`src/verilog/sero_pkg.sv`:
```
// Shared constants and types of the two-wire memory target read logic.
// Assumes a single 100 MHz system clock and a slow external serial clock.
package sero_pkg;

  localparam int ADDR_W = 10;
  localparam int BYTE_W = 8;
  localparam int BLOCK_BYTES = 16;
  localparam int BLOCK_W = BLOCK_BYTES * BYTE_W;

  localparam logic [3:0] TYPE_ARRAY = 4'ha;
  localparam logic [3:0] TYPE_SPECIAL = 4'hb;

  localparam int TYPE_MSB = 7;
  localparam int TYPE_LSB = 4;
  localparam int SEL_MSB = 2;
  localparam int SEL_LSB = 1;
  localparam int RW_POS = 0;
  localparam int REGION_MSB = 7;
  localparam int REGION_LSB = 6;
  localparam int BYTE_IN_BLOCK_MSB = 3;

  localparam logic [1:0] REGION_ID = 2'h0;
  localparam logic [1:0] REGION_FREEZE = 2'h1;
  localparam logic [1:0] REGION_SERIAL = 2'h2;
  localparam logic [1:0] REGION_LOCK = 2'h3;

  localparam logic [3:0] BITS_PER_BYTE = 4'h8;
  localparam logic [6:0] LOCK_PAD = 7'h00;
  localparam logic [ADDR_W-1:0] ADDR_RESET = 10'h000;

  typedef enum logic [1:0] {AREA_MAIN, AREA_ID, AREA_SERIAL, AREA_LOCK} sero_area_type;
  typedef enum logic [2:0] {PH_IDLE, PH_RX, PH_ACK, PH_TX, PH_MACK} sero_phase_type;
  typedef enum logic [1:0] {RX_DEV, RX_WORD, RX_DATA} sero_rxkind_type;

  typedef struct packed {
    logic scl;
    logic sda;
  } sero_pins_type;

  localparam sero_pins_type PINS_IDLE = '{scl: 1'b1, sda: 1'b1};

  typedef struct packed {
    sero_pins_type stage1;
    sero_pins_type stage2;
  } sero_sync_state_type;

  typedef struct packed {
    logic idLocked;
    logic softWriteLockBit;
    logic progBusy;
  } sero_nv_type;

  typedef struct packed {
    logic active;
    logic reading;
    sero_area_type area;
  } sero_status_type;

  typedef struct packed {
    sero_phase_type phase;
    sero_rxkind_type rxKind;
    logic [3:0] bitCnt;
    logic [BYTE_W-1:0] shift;
    logic [BYTE_W-1:0] devByte;
    logic readDir;
    logic masterAck;
    sero_pins_type prev;
    logic [ADDR_W-1:0] addr;
    sero_area_type area;
    sero_area_type specArea;
    logic sdaOut;
    logic sdaOe;
    sero_status_type status;
  } sero_core_type;

endpackage

```
`src/verilog/sero_sync.sv`:
```
// Two-stage synchroniser for the serial clock and data pins.
// Assumes the pins idle high through their pull-ups.
`timescale 1ns/1ns
module sero_sync (
  input wire logic sys_clk,
  input wire logic nrst,
  input wire sero_pkg::sero_pins_type pinsIn,
  output sero_pkg::sero_pins_type pinsOut
);

  sero_pkg::sero_sync_state_type q;
  sero_pkg::sero_sync_state_type d;

  // The first stage feeds the second stage only.
  always_comb begin
    d = q;
    d.stage1 = pinsIn;
    d.stage2 = q.stage1;
  end

  always_ff @(posedge sys_clk or negedge nrst) begin
    if (!nrst) begin
      q <= '{stage1: sero_pkg::PINS_IDLE, stage2: sero_pkg::PINS_IDLE};
    end else begin
      q <= d;
    end
  end

  assign pinsOut = q.stage2;

endmodule

```
`src/verilog/sero_read_ops.sv`:
```
// Read-side command logic of a two-wire serial memory target.
// Assumes the array, identification and serial blocks are read
// combinationally from storage outside this module on the same clock.
`timescale 1ns/1ns
module sero_read_ops (
  input wire logic sys_clk,
  input wire logic nrst,
  input wire logic sclPin,
  input wire logic sdaIn,
  output logic sdaOut,
  output logic sdaOe,
  input wire sero_pkg::sero_nv_type nvFlags,
  output logic [sero_pkg::ADDR_W-1:0] memAddr,
  input wire logic [sero_pkg::BYTE_W-1:0] memData,
  input wire logic [sero_pkg::BLOCK_W-1:0] idBlockData,
  input wire logic [sero_pkg::BLOCK_W-1:0] serialBlockData,
  output sero_pkg::sero_status_type status
);

  localparam sero_pkg::sero_core_type CORE_RESET = '{
    phase: sero_pkg::PH_IDLE,
    rxKind: sero_pkg::RX_DEV,
    bitCnt: 4'h0,
    shift: 8'h00,
    devByte: 8'h00,
    readDir: 1'b0,
    masterAck: 1'b0,
    prev: sero_pkg::PINS_IDLE,
    addr: sero_pkg::ADDR_RESET,
    area: sero_pkg::AREA_MAIN,
    specArea: sero_pkg::AREA_ID,
    sdaOut: 1'b0,
    sdaOe: 1'b0,
    status: '{active: 1'b0, reading: 1'b0, area: sero_pkg::AREA_MAIN}
  };

  sero_pkg::sero_core_type q;
  sero_pkg::sero_core_type d;
  sero_pkg::sero_pins_type pinsRaw;
  sero_pkg::sero_pins_type pins;

  logic sclRise;
  logic sclFall;
  logic startSeen;
  logic stopSeen;
  logic typeOk;
  logic typeArray;
  logic dataAck;
  logic [sero_pkg::BYTE_W-1:0] txByte;
  logic [sero_pkg::BYTE_W-1:0] nextShift;

  // Picks one byte of a 16-byte block; byte zero sits in the low bits.
  function automatic logic [sero_pkg::BYTE_W-1:0] pickByte(
    input logic [sero_pkg::BLOCK_W-1:0] blk,
    input logic [3:0] idx
  );
    pickByte = blk[{idx, 3'h0} +: sero_pkg::BYTE_W];
  endfunction

  // Next counter value after one byte of the given area.
  function automatic logic [sero_pkg::ADDR_W-1:0] incAddr(
    input logic [sero_pkg::ADDR_W-1:0] a,
    input sero_pkg::sero_area_type ar
  );
    unique case (ar)
      sero_pkg::AREA_MAIN: begin
        incAddr = a + 10'h001;
      end
      sero_pkg::AREA_ID, sero_pkg::AREA_SERIAL: begin
        incAddr = {a[sero_pkg::ADDR_W-1:4], a[3:0] + 4'h1};
      end
      sero_pkg::AREA_LOCK: begin
        incAddr = a;
      end
    endcase
  endfunction

  assign pinsRaw = '{scl: sclPin, sda: sdaIn};

  sero_sync u_sync (
    .sys_clk(sys_clk),
    .nrst(nrst),
    .pinsIn(pinsRaw),
    .pinsOut(pins)
  );

  // Bus events seen by the system clock.
  assign sclRise = pins.scl & ~q.prev.scl;
  assign sclFall = ~pins.scl & q.prev.scl;
  assign startSeen = pins.scl & q.prev.scl & q.prev.sda & ~pins.sda;
  assign stopSeen = pins.scl & q.prev.scl & ~q.prev.sda & pins.sda;

  // The two device type fields that this target answers.
  assign typeArray = q.shift[sero_pkg::TYPE_MSB:sero_pkg::TYPE_LSB] == sero_pkg::TYPE_ARRAY;
  assign typeOk = typeArray
    | (q.shift[sero_pkg::TYPE_MSB:sero_pkg::TYPE_LSB] == sero_pkg::TYPE_SPECIAL);

  // Byte to send, chosen by area and counter; only progBusy blocks a read, by making a Start be ignored, and the lock area byte carries softWriteLockBit.
  always_comb begin
    unique case (q.area)
      sero_pkg::AREA_MAIN: begin
        txByte = memData;
      end
      sero_pkg::AREA_ID: begin
        txByte = pickByte(idBlockData, q.addr[3:0]);
      end
      sero_pkg::AREA_SERIAL: begin
        txByte = pickByte(serialBlockData, q.addr[3:0]);
      end
      sero_pkg::AREA_LOCK: begin
        txByte = {sero_pkg::LOCK_PAD, nvFlags.softWriteLockBit};
      end
    endcase
  end

  // Write data answer: a locked identification block refuses data, and
  // the serial block refuses every write so its content cannot change.
  always_comb begin
    unique case (q.area)
      sero_pkg::AREA_ID: begin
        dataAck = ~nvFlags.idLocked;
      end
      sero_pkg::AREA_SERIAL: begin
        dataAck = 1'b0;
      end
      default: begin
        dataAck = 1'b1;
      end
    endcase
  end

  assign nextShift = {q.shift[sero_pkg::BYTE_W-2:0], pins.sda};

  always_comb begin
    d = q;
    d.prev = pins;
    d.sdaOut = 1'b0;
    if (startSeen) begin
      // A Start drops any pending command, truncated writes included.
      d.sdaOe = 1'b0;
      d.bitCnt = 4'h0;
      d.rxKind = sero_pkg::RX_DEV;
      if (nvFlags.progBusy) begin
        d.phase = sero_pkg::PH_IDLE;
      end else begin
        d.phase = sero_pkg::PH_RX;
      end
    end else if (stopSeen) begin
      d.sdaOe = 1'b0;
      d.phase = sero_pkg::PH_IDLE;
    end else begin
      unique case (q.phase)
        sero_pkg::PH_IDLE: begin
          d.sdaOe = 1'b0;
        end

        sero_pkg::PH_RX: begin
          if (sclRise && (q.bitCnt != sero_pkg::BITS_PER_BYTE)) begin
            d.shift = nextShift;
            d.bitCnt = q.bitCnt + 4'h1;
          end else if (sclFall && (q.bitCnt == sero_pkg::BITS_PER_BYTE)) begin
            d.bitCnt = 4'h0;
            unique case (q.rxKind)
              sero_pkg::RX_DEV: begin
                if (typeOk) begin
                  d.devByte = q.shift;
                  d.readDir = q.shift[sero_pkg::RW_POS];
                  d.sdaOe = 1'b1;
                  d.phase = sero_pkg::PH_ACK;
                  if (typeArray) begin
                    d.area = sero_pkg::AREA_MAIN;
                  end else begin
                    d.area = q.specArea;
                  end
                end else begin
                  d.phase = sero_pkg::PH_IDLE;
                end
              end

              sero_pkg::RX_WORD: begin
                d.sdaOe = 1'b1;
                d.phase = sero_pkg::PH_ACK;
                if (q.devByte[sero_pkg::TYPE_MSB:sero_pkg::TYPE_LSB] == sero_pkg::TYPE_ARRAY) begin
                  d.addr = {q.devByte[sero_pkg::SEL_MSB:sero_pkg::SEL_LSB], q.shift};
                  d.area = sero_pkg::AREA_MAIN;
                end else begin
                  unique case (q.shift[sero_pkg::REGION_MSB:sero_pkg::REGION_LSB])
                    sero_pkg::REGION_ID, sero_pkg::REGION_FREEZE: begin
                      d.addr = {6'h00, q.shift[sero_pkg::BYTE_IN_BLOCK_MSB:0]};
                      d.area = sero_pkg::AREA_ID;
                      d.specArea = sero_pkg::AREA_ID;
                    end
                    sero_pkg::REGION_SERIAL: begin
                      d.addr = {6'h00, q.shift[sero_pkg::BYTE_IN_BLOCK_MSB:0]};
                      d.area = sero_pkg::AREA_SERIAL;
                      d.specArea = sero_pkg::AREA_SERIAL;
                    end
                    sero_pkg::REGION_LOCK: begin
                      d.area = sero_pkg::AREA_LOCK;
                      d.specArea = sero_pkg::AREA_LOCK;
                    end
                  endcase
                end
              end

              sero_pkg::RX_DATA: begin
                if (dataAck) begin
                  d.sdaOe = 1'b1;
                  d.phase = sero_pkg::PH_ACK;
                  if (q.area == sero_pkg::AREA_MAIN) begin
                    // Written bytes move the counter within their page.
                    d.addr = {q.addr[sero_pkg::ADDR_W-1:4], q.addr[3:0] + 4'h1};
                  end
                end else begin
                  d.phase = sero_pkg::PH_IDLE;
                end
              end

              default: begin
                d.phase = sero_pkg::PH_IDLE;
              end
            endcase
          end
        end

        sero_pkg::PH_ACK: begin
          if (sclFall) begin
            if (q.readDir && (q.rxKind == sero_pkg::RX_DEV)) begin
              // First data bit goes out on the same falling edge.
              d.shift = {txByte[sero_pkg::BYTE_W-2:0], 1'b0};
              d.sdaOe = ~txByte[sero_pkg::BYTE_W-1];
              d.bitCnt = 4'h1;
              d.phase = sero_pkg::PH_TX;
            end else begin
              d.sdaOe = 1'b0;
              d.bitCnt = 4'h0;
              d.phase = sero_pkg::PH_RX;
              if (q.rxKind == sero_pkg::RX_DEV) begin
                d.rxKind = sero_pkg::RX_WORD;
              end else begin
                d.rxKind = sero_pkg::RX_DATA;
              end
            end
          end
        end

        sero_pkg::PH_TX: begin
          if (sclFall) begin
            if (q.bitCnt == sero_pkg::BITS_PER_BYTE) begin
              d.sdaOe = 1'b0;
              d.addr = incAddr(q.addr, q.area);
              d.phase = sero_pkg::PH_MACK;
            end else begin
              d.sdaOe = ~q.shift[sero_pkg::BYTE_W-1];
              d.shift = {q.shift[sero_pkg::BYTE_W-2:0], 1'b0};
              d.bitCnt = q.bitCnt + 4'h1;
            end
          end
        end

        sero_pkg::PH_MACK: begin
          if (sclRise) begin
            d.masterAck = ~pins.sda;
          end else if (sclFall) begin
            if (q.masterAck) begin
              d.shift = {txByte[sero_pkg::BYTE_W-2:0], 1'b0};
              d.sdaOe = ~txByte[sero_pkg::BYTE_W-1];
              d.bitCnt = 4'h1;
              d.phase = sero_pkg::PH_TX;
            end else begin
              d.phase = sero_pkg::PH_IDLE;
            end
          end
        end

        default: begin
          d.sdaOe = 1'b0;
          d.phase = sero_pkg::PH_IDLE;
        end
      endcase
    end
    d.status.active = d.phase != sero_pkg::PH_IDLE;
    d.status.reading = (d.phase == sero_pkg::PH_TX) || (d.phase == sero_pkg::PH_MACK);
    d.status.area = d.area;
  end

  // The counter survives Start and Stop; only the power-on reset clears it.
  always_ff @(posedge sys_clk or negedge nrst) begin
    if (!nrst) begin
      q <= CORE_RESET;
    end else begin
      q <= d;
    end
  end

  assign sdaOut = q.sdaOut;
  assign sdaOe = q.sdaOe;
  assign memAddr = q.addr;
  assign status = q.status;

endmodule

```
`config.mk`:
```
export PLATFORM = sky130hd
export DESIGN_NAME = sero_read_ops
export DESIGN_NICKNAME = d
export VERILOG_FILES = /design/src/verilog/sero_pkg.sv /design/src/verilog/sero_sync.sv /design/src/verilog/sero_read_ops.sv
export SDC_FILE = /design/constraint.sdc
export NUM_CORES = 1
export LEC_CHECK = 0
export ABC_AREA = 0
export BUFFER_PORTS_ARGS = -buffer_cell sky130_fd_sc_hd__buf_2
export CAP_MARGIN = 20
export CORE_ASPECT_RATIO = 0.7
export CORE_MARGIN = 4
export CORE_UTILIZATION = 35
export DETAILED_ROUTE_END_ITERATION = 8
export GPL_TIMING_DRIVEN = 1
export PLACE_DENSITY = 0.73
export SETUP_SLACK_MARGIN = 0.05
export SYNTH_ARGS = -nofsm -noshare
export SYNTH_HDL_FRONTEND = slang
export SYNTH_SLANG_ARGS = --single-unit
```
`constraint.sdc`:
```
create_clock -name sys_clk -period 2.8 [get_ports sys_clk]
set_clock_uncertainty 0.1 [all_clocks]
set_input_delay 0.28 -clock sys_clk [delete_from_list [all_inputs] [get_ports sys_clk]]
set_output_delay 0.28 -clock sys_clk [all_outputs]
set_load 0.05 [all_outputs]
```
# Word-level counts from Yosys, hierarchy flattened
# Cells that the tools add are included.
dict set report totals {
  register_bits 50
  out_inout_bits 16
}
dict set report classes {
  shift 2
  reduce_logical 28
  n_mux 72
  n_addsub 3
  n_eq_ne 59
  bitwise_logic 19
}
# op n
set ops {}
lappend ops {{128-bit by 8-bit variable part select with 8-bit output} 2}
lappend ops {{12-bit 2-to-1 mux} 6}
lappend ops {{10-bit one-hot mux with 2 select lines} 3}
lappend ops {{9-bit 2-to-1 mux} 6}
lappend ops {{12-bit one-hot mux with 4 select lines} 1}
lappend ops {{4-bit != test (second input constant)} 10}
lappend ops {{2-bit != test (second input constant)} 17}
lappend ops {{8-bit one-hot mux with 4 select lines} 1}
lappend ops {{10-bit 2-to-1 mux} 3}
lappend ops {{14-bit 2-to-1 mux} 2}
lappend ops {{3-bit != test (second input constant)} 9}
lappend ops {{24-bit 2-to-1 mux} 1}
lappend ops {{12-bit AND reduction} 2}
lappend ops {{2-bit 2-to-1 mux} 11}
lappend ops {{3-bit 2-to-1 mux} 7}
lappend ops {{7-bit AND reduction} 3}
lappend ops {{1-bit 2-to-1 mux} 17}
lappend ops {{17-bit 2-to-1 mux} 1}
lappend ops {{4-bit equality test (second input constant)} 4}
lappend ops {{4-bit 2-to-1 mux} 4}
lappend ops {{8-bit 2-to-1 mux} 2}
lappend ops {{3-bit one-hot mux with 5 select lines} 1}
lappend ops {{4-bit one-hot mux with 3 select lines} 1}
lappend ops {{1-bit NOT} 11}
lappend ops {{other kinds (32)} 58}

# Depth between registers and ports, before layout
dict set report depth {
  word_depth 11
  depth_mapped 11
}

# Cells and area by module
# From an unflattened synthesis, not the netlist that was laid out.
dict set report hier_totals {
  cells_unflattened 499
  hier_area_um2 5088.6
}
# module area_each_um2 seq_area_each_um2 instances cells_each
set by_module_without_submodules {}
lappend by_module_without_submodules {sero_read_ops 4983.5 1104.8 1 495}
lappend by_module_without_submodules {sero_sync 105.1 105.1 1 4}

# Worst setup path after synthesis
# Ideal clock, no wire load.
dict set report synth_timing {
  path_kind {register to register}
  startpoint {register status[0] (netlist name)}
  endpoint {register q (netlist bit memAddr[2])}
  path_stages_with_launch 10
  path_buffers 1
  required_ps 2579
  t_arrival_ps 2036
  synth_period_minus_slack_ps 2257
  setup_slack_ps 543
  cell_sequence {dfrtp_1 inv_1 ha_1 buf_2 mux2i_1 nand3_1 a221o_1 a21oi_4 o21ai_1 a22o_1}
}
# item line_no
set synth_rtl {}
lappend synth_rtl {{end signal, assigned} sero_read_ops.sv:290} ;# q <= CORE_RESET;
lappend synth_rtl {{end signal, assigned} sero_read_ops.sv:292} ;# q <= d;
lappend synth_rtl {{end, declared} sero_read_ops.sv:37} ;# sero_pkg::sero_core_type q;

==> metrics.md <==
| Metric | Value |
|---|---|
| VDD IR max | about 0.00025 V |
| Total Power | ~2.2 mW |
| Reg-to-reg slack, setup | around 240 ps |
| Most numerous cell in the Yosys netlist | mux4_2 |
| Worst Hold Path Cells | 3 |
| Outcome | finished clean |
| DIE AREA | 0.0167 mm² |
| Hold endpoint | q[46] |
| Area leader, netlist | mux4_2 |
| Initial DRC Count | 500 |
| Max-slew headroom | 60.4% |
| Post-CTS Setup Bufs | 0 |
| Overall Global Routing Usage | around a quarter |
| HPWL after detailed placement | 17900 µm |
| Initial antenna violation count | 8 |
| Final setup viols | 0 |
| Vias per Instance | between 5 and 6 |
| Post-synth ARST share | 100% |
| Die width | ~150 µm |
| Final instance area | between 0.006 and 0.007 mm² |
| Synthesis warning total | 0 |
| Reg2Reg Depth | 8 |
| MaxCap Viol Count | 0 |
| CTS buffer count | 5 |
| Arr. time, crit path | approximately 2600 ps |
| Detailed Route WL | about 21000 µm |
| Root buf cell | clkbuf_16 |
| Top cell type's share of synthesized area | a little over a quarter |
| RSZ-0062 raised after global routing | false |
| Primary FF master, synth | dfrtp_1 |
| Largest net degree at the start of global routing | 38 |
| Vias in the first global route | around 5200 |
| Post-synth EDFFs | 0 |
| Vias | ~5500 |
| CTS tree | built |
| P per Cell Area | 315 mW/mm² |
| F_max | around 0.4 GHz |
| Total core area | about 0.014 mm² |
| Final count of hold timing violations | 0 |
| Synth Register Bits | between 40 and 50 |
| Commonest cells in the netlist | 62 x mux4_2, 41 x dfrtp_1, 38 x nand2_1 |
| Fillers | 1364 |
| Area grow syn2layout | 33.6% |
| Layout cells sized above 1 | a little over half |
| Sw Ratio | a little under a third |
| Leakage | about 3.1 nW |
| Gr ovfl total | 0 |
| Tcrit/Tclk final | 91.3% |
| Final ANT Viol Nets | 0 |
| Worst R2R Start | status[1] |
| Clock Sinks | 48 |
| Remaining DRCs | 0 |
| Setup CP Type | register to register |
| Syn Area/Cell | slightly above 10 µm² |
| # IOs | 287 |
| First-pass GRT wire length | between 30000 and 40000 µm |
| Max clock buf depth | 2 |
| Crit. End Element | register |
| Post-CTS sizing | 0 |
| Comb pwr share | a little under a third |
| Final critical-path required period | approximately 2600 ps |
| # rows | 36 |
| Final Net Count | between 1000 and 1500 |
| Register area share after synthesis | a little under a quarter |
| Worst-Margin Slew | around 590 ps |
| Drt pass-1 iters | 5 |
| Internal power | around 1.5 mW |
| Clk pwr share | between 20 and 30% |
| Worst skew pair latency | around 290 ps |
| Top cells by area, synth | mux4_2 27%, dfrtp_1 20%, dfstp_2 3.6%, buf_4 3.1%, ha_1 2.9% |
| CTS clk-pin slew, worst paths | about 70 ps |
| CP required | between 2000 and 3000 ps |
| Placer Congestion | ~0.95 |
| Switch Pwr | 0.682 mW |
| Type of origin of the critical path | register |
| H-tree Lvls | 2 |
| Initial Util | between 30% and 40% |
| Placement Cell Area | 0.00669 mm² |
| Count of pins over their slew limit | 0 |
| Syn_nets | about 780 |
| Post-Syn Area | a little over 0.005 mm² |
| Worst reg2reg endpoint | sdaOe |
| Synth unique cells | 68 |
| Die Ht | ~110 µm |
| HP Start | nvFlags[0] |
| Syn Inst Count | 500 |
| Worst hold path type | primary input to register |
| Port bufs | around 290 |
| Worst Path Max Fanout | 8 |
| Drt wl/cell | between 20 and 25 µm |
| Sequential share of power | 41.4% |
| Fin Setup TNS | 0 ps |
[what timing repair did]
item | CTS | global route
endpoints found under the hold margin | 12 | 0
setup endpoints to repair | 0 | 0
hold buffers | 3 | 0
[state kept, by name, indices dropped and copies added, names as in the netlist]
| register | cells |
|---|---|
| q | 22 |
| status | 4 |
| u_sync.d | 2 |
| memAddr | 10 |
| sdaOe | 1 |
| u_sync.pinsOut | 2 |
| nextShift | 7 |
[how the worst max path moves through the flow]
| stage | from | to | slack [ps] | depth (start not counted) |
|---|---|---|---|---|
| final | status[1] | sdaOe | 240 | 8 |
| after global routing | status[0] | nextShift[2] | 110 | 9 |
| after CTS | memAddr[0] | nextShift[2] | 280 | 7 |
| after detailed placement | memAddr[0] | nextShift[2] | 280 | 7 |
| after global placement | status[1] | sdaOe | 360 | 8 |
| after floorplan | status[0] | memAddr[2] | 540 | 9 |
[per-layer routing]
metal	track usage, %	routed length, µm	vias to the layer above
met1	33.8	8820	2664
met5	0	72	-
li1	-	-	2484
met3	7.36	2080	44
met4	4.96	386	12
met2	35.8	9580	320
[power by group through the flow]
| stage | sequential, mW | combinational, mW | clock, mW |
|---|---|---|---|
| 2_1_floorplan | 0.845 | 0.348 | 0 |
| 3_3_place_gp | 0.900 | 0.636 | 0 |
| 3_5_place_dp | 0.901 | 0.638 | 0 |
| 4_1_cts | 0.888 | 0.645 | 0.627 |
| 5_1_grt | 0.901 | 0.711 | 0.651 |
| 6_report | 0.895 | 0.650 | 0.616 |
[area by class of cell]
class / instances / area (µm²) / area share (%)
flip-flops and latches: 48 / 1210 / 17.7
multi-input cells: 385 / 3550 / 51.7
clock inverters: 2 / 10.0 / 0.146
inverters: 14 / 52.6 / 0.765
diodes: 2 / 5.00 / 0.0729
clock buffers: 6 / 139 / 2.02
well taps: 190 / 238 / 3.46
repair buffers: 312 / 1660 / 24.2
[placed cells by master (no fill, tap or decap), drive strengths merged, types with 5 or more instances in the layout]
cell    netlist  layout
mux2i        12      12
o31ai        10      10
nor3b         6       6
o22a          7       7
nor2         20      20
nor2b        11      11
nor3          5       5
a21oi        25      25
dfstp         7       7
nand2b       16      16
o22ai         8       8
mux2         13      13
o21ai        33      33
and3          8       8
nand3        30      30
inv          14      14
ha           12      12
dfrtp        41      41
a22oi        15      15
a31oi         5       5
clkbuf       10       6
nand2        38      38
mux4         62      62
buf          43     309
[metrics by stage]
step	hold slack (ps)	worst slack, ps	instances	util, %
after floorplan	-116	543	500	-
after global placement	145	364	946	47.3
after detailed placement	147	276	946	47.3
after CTS	208	277	957	48.5
after global routing	229	107	959	48.6
final	216	244	959	48.6
[kinds of logic (layout without fill, tap and decap cells)]
| group | Yosys count | count (layout) | share of synthesized area [%] |
|---|---|---|---|
| other | 1 | 3 | 0.0729 |
| buffers and inverters | 67 | 334 | 7.52 |
| DFF | 48 | 48 | 23.5 |
| xor gates and xnor gates | 2 | 2 | 0.341 |
| and+or+nand+nor | 154 | 154 | 15.9 |
| adders and majority gates | 12 | 12 | 2.92 |
| muxes | 87 | 87 | 32.3 |
| AOI/OAI and AO/OA | 129 | 129 | 17.4 |
[critical path, cell delays in order, from the launching register on]
cell       delay [ps]
dfrtp_1           490
inv_1             130
ha_1              380
nand2_1            70
nor2_1            380
nor3b_1           520
a2111oi_4          50
a22oi_1           220
o22ai_2            90
(Power assumes the default switching activity.)
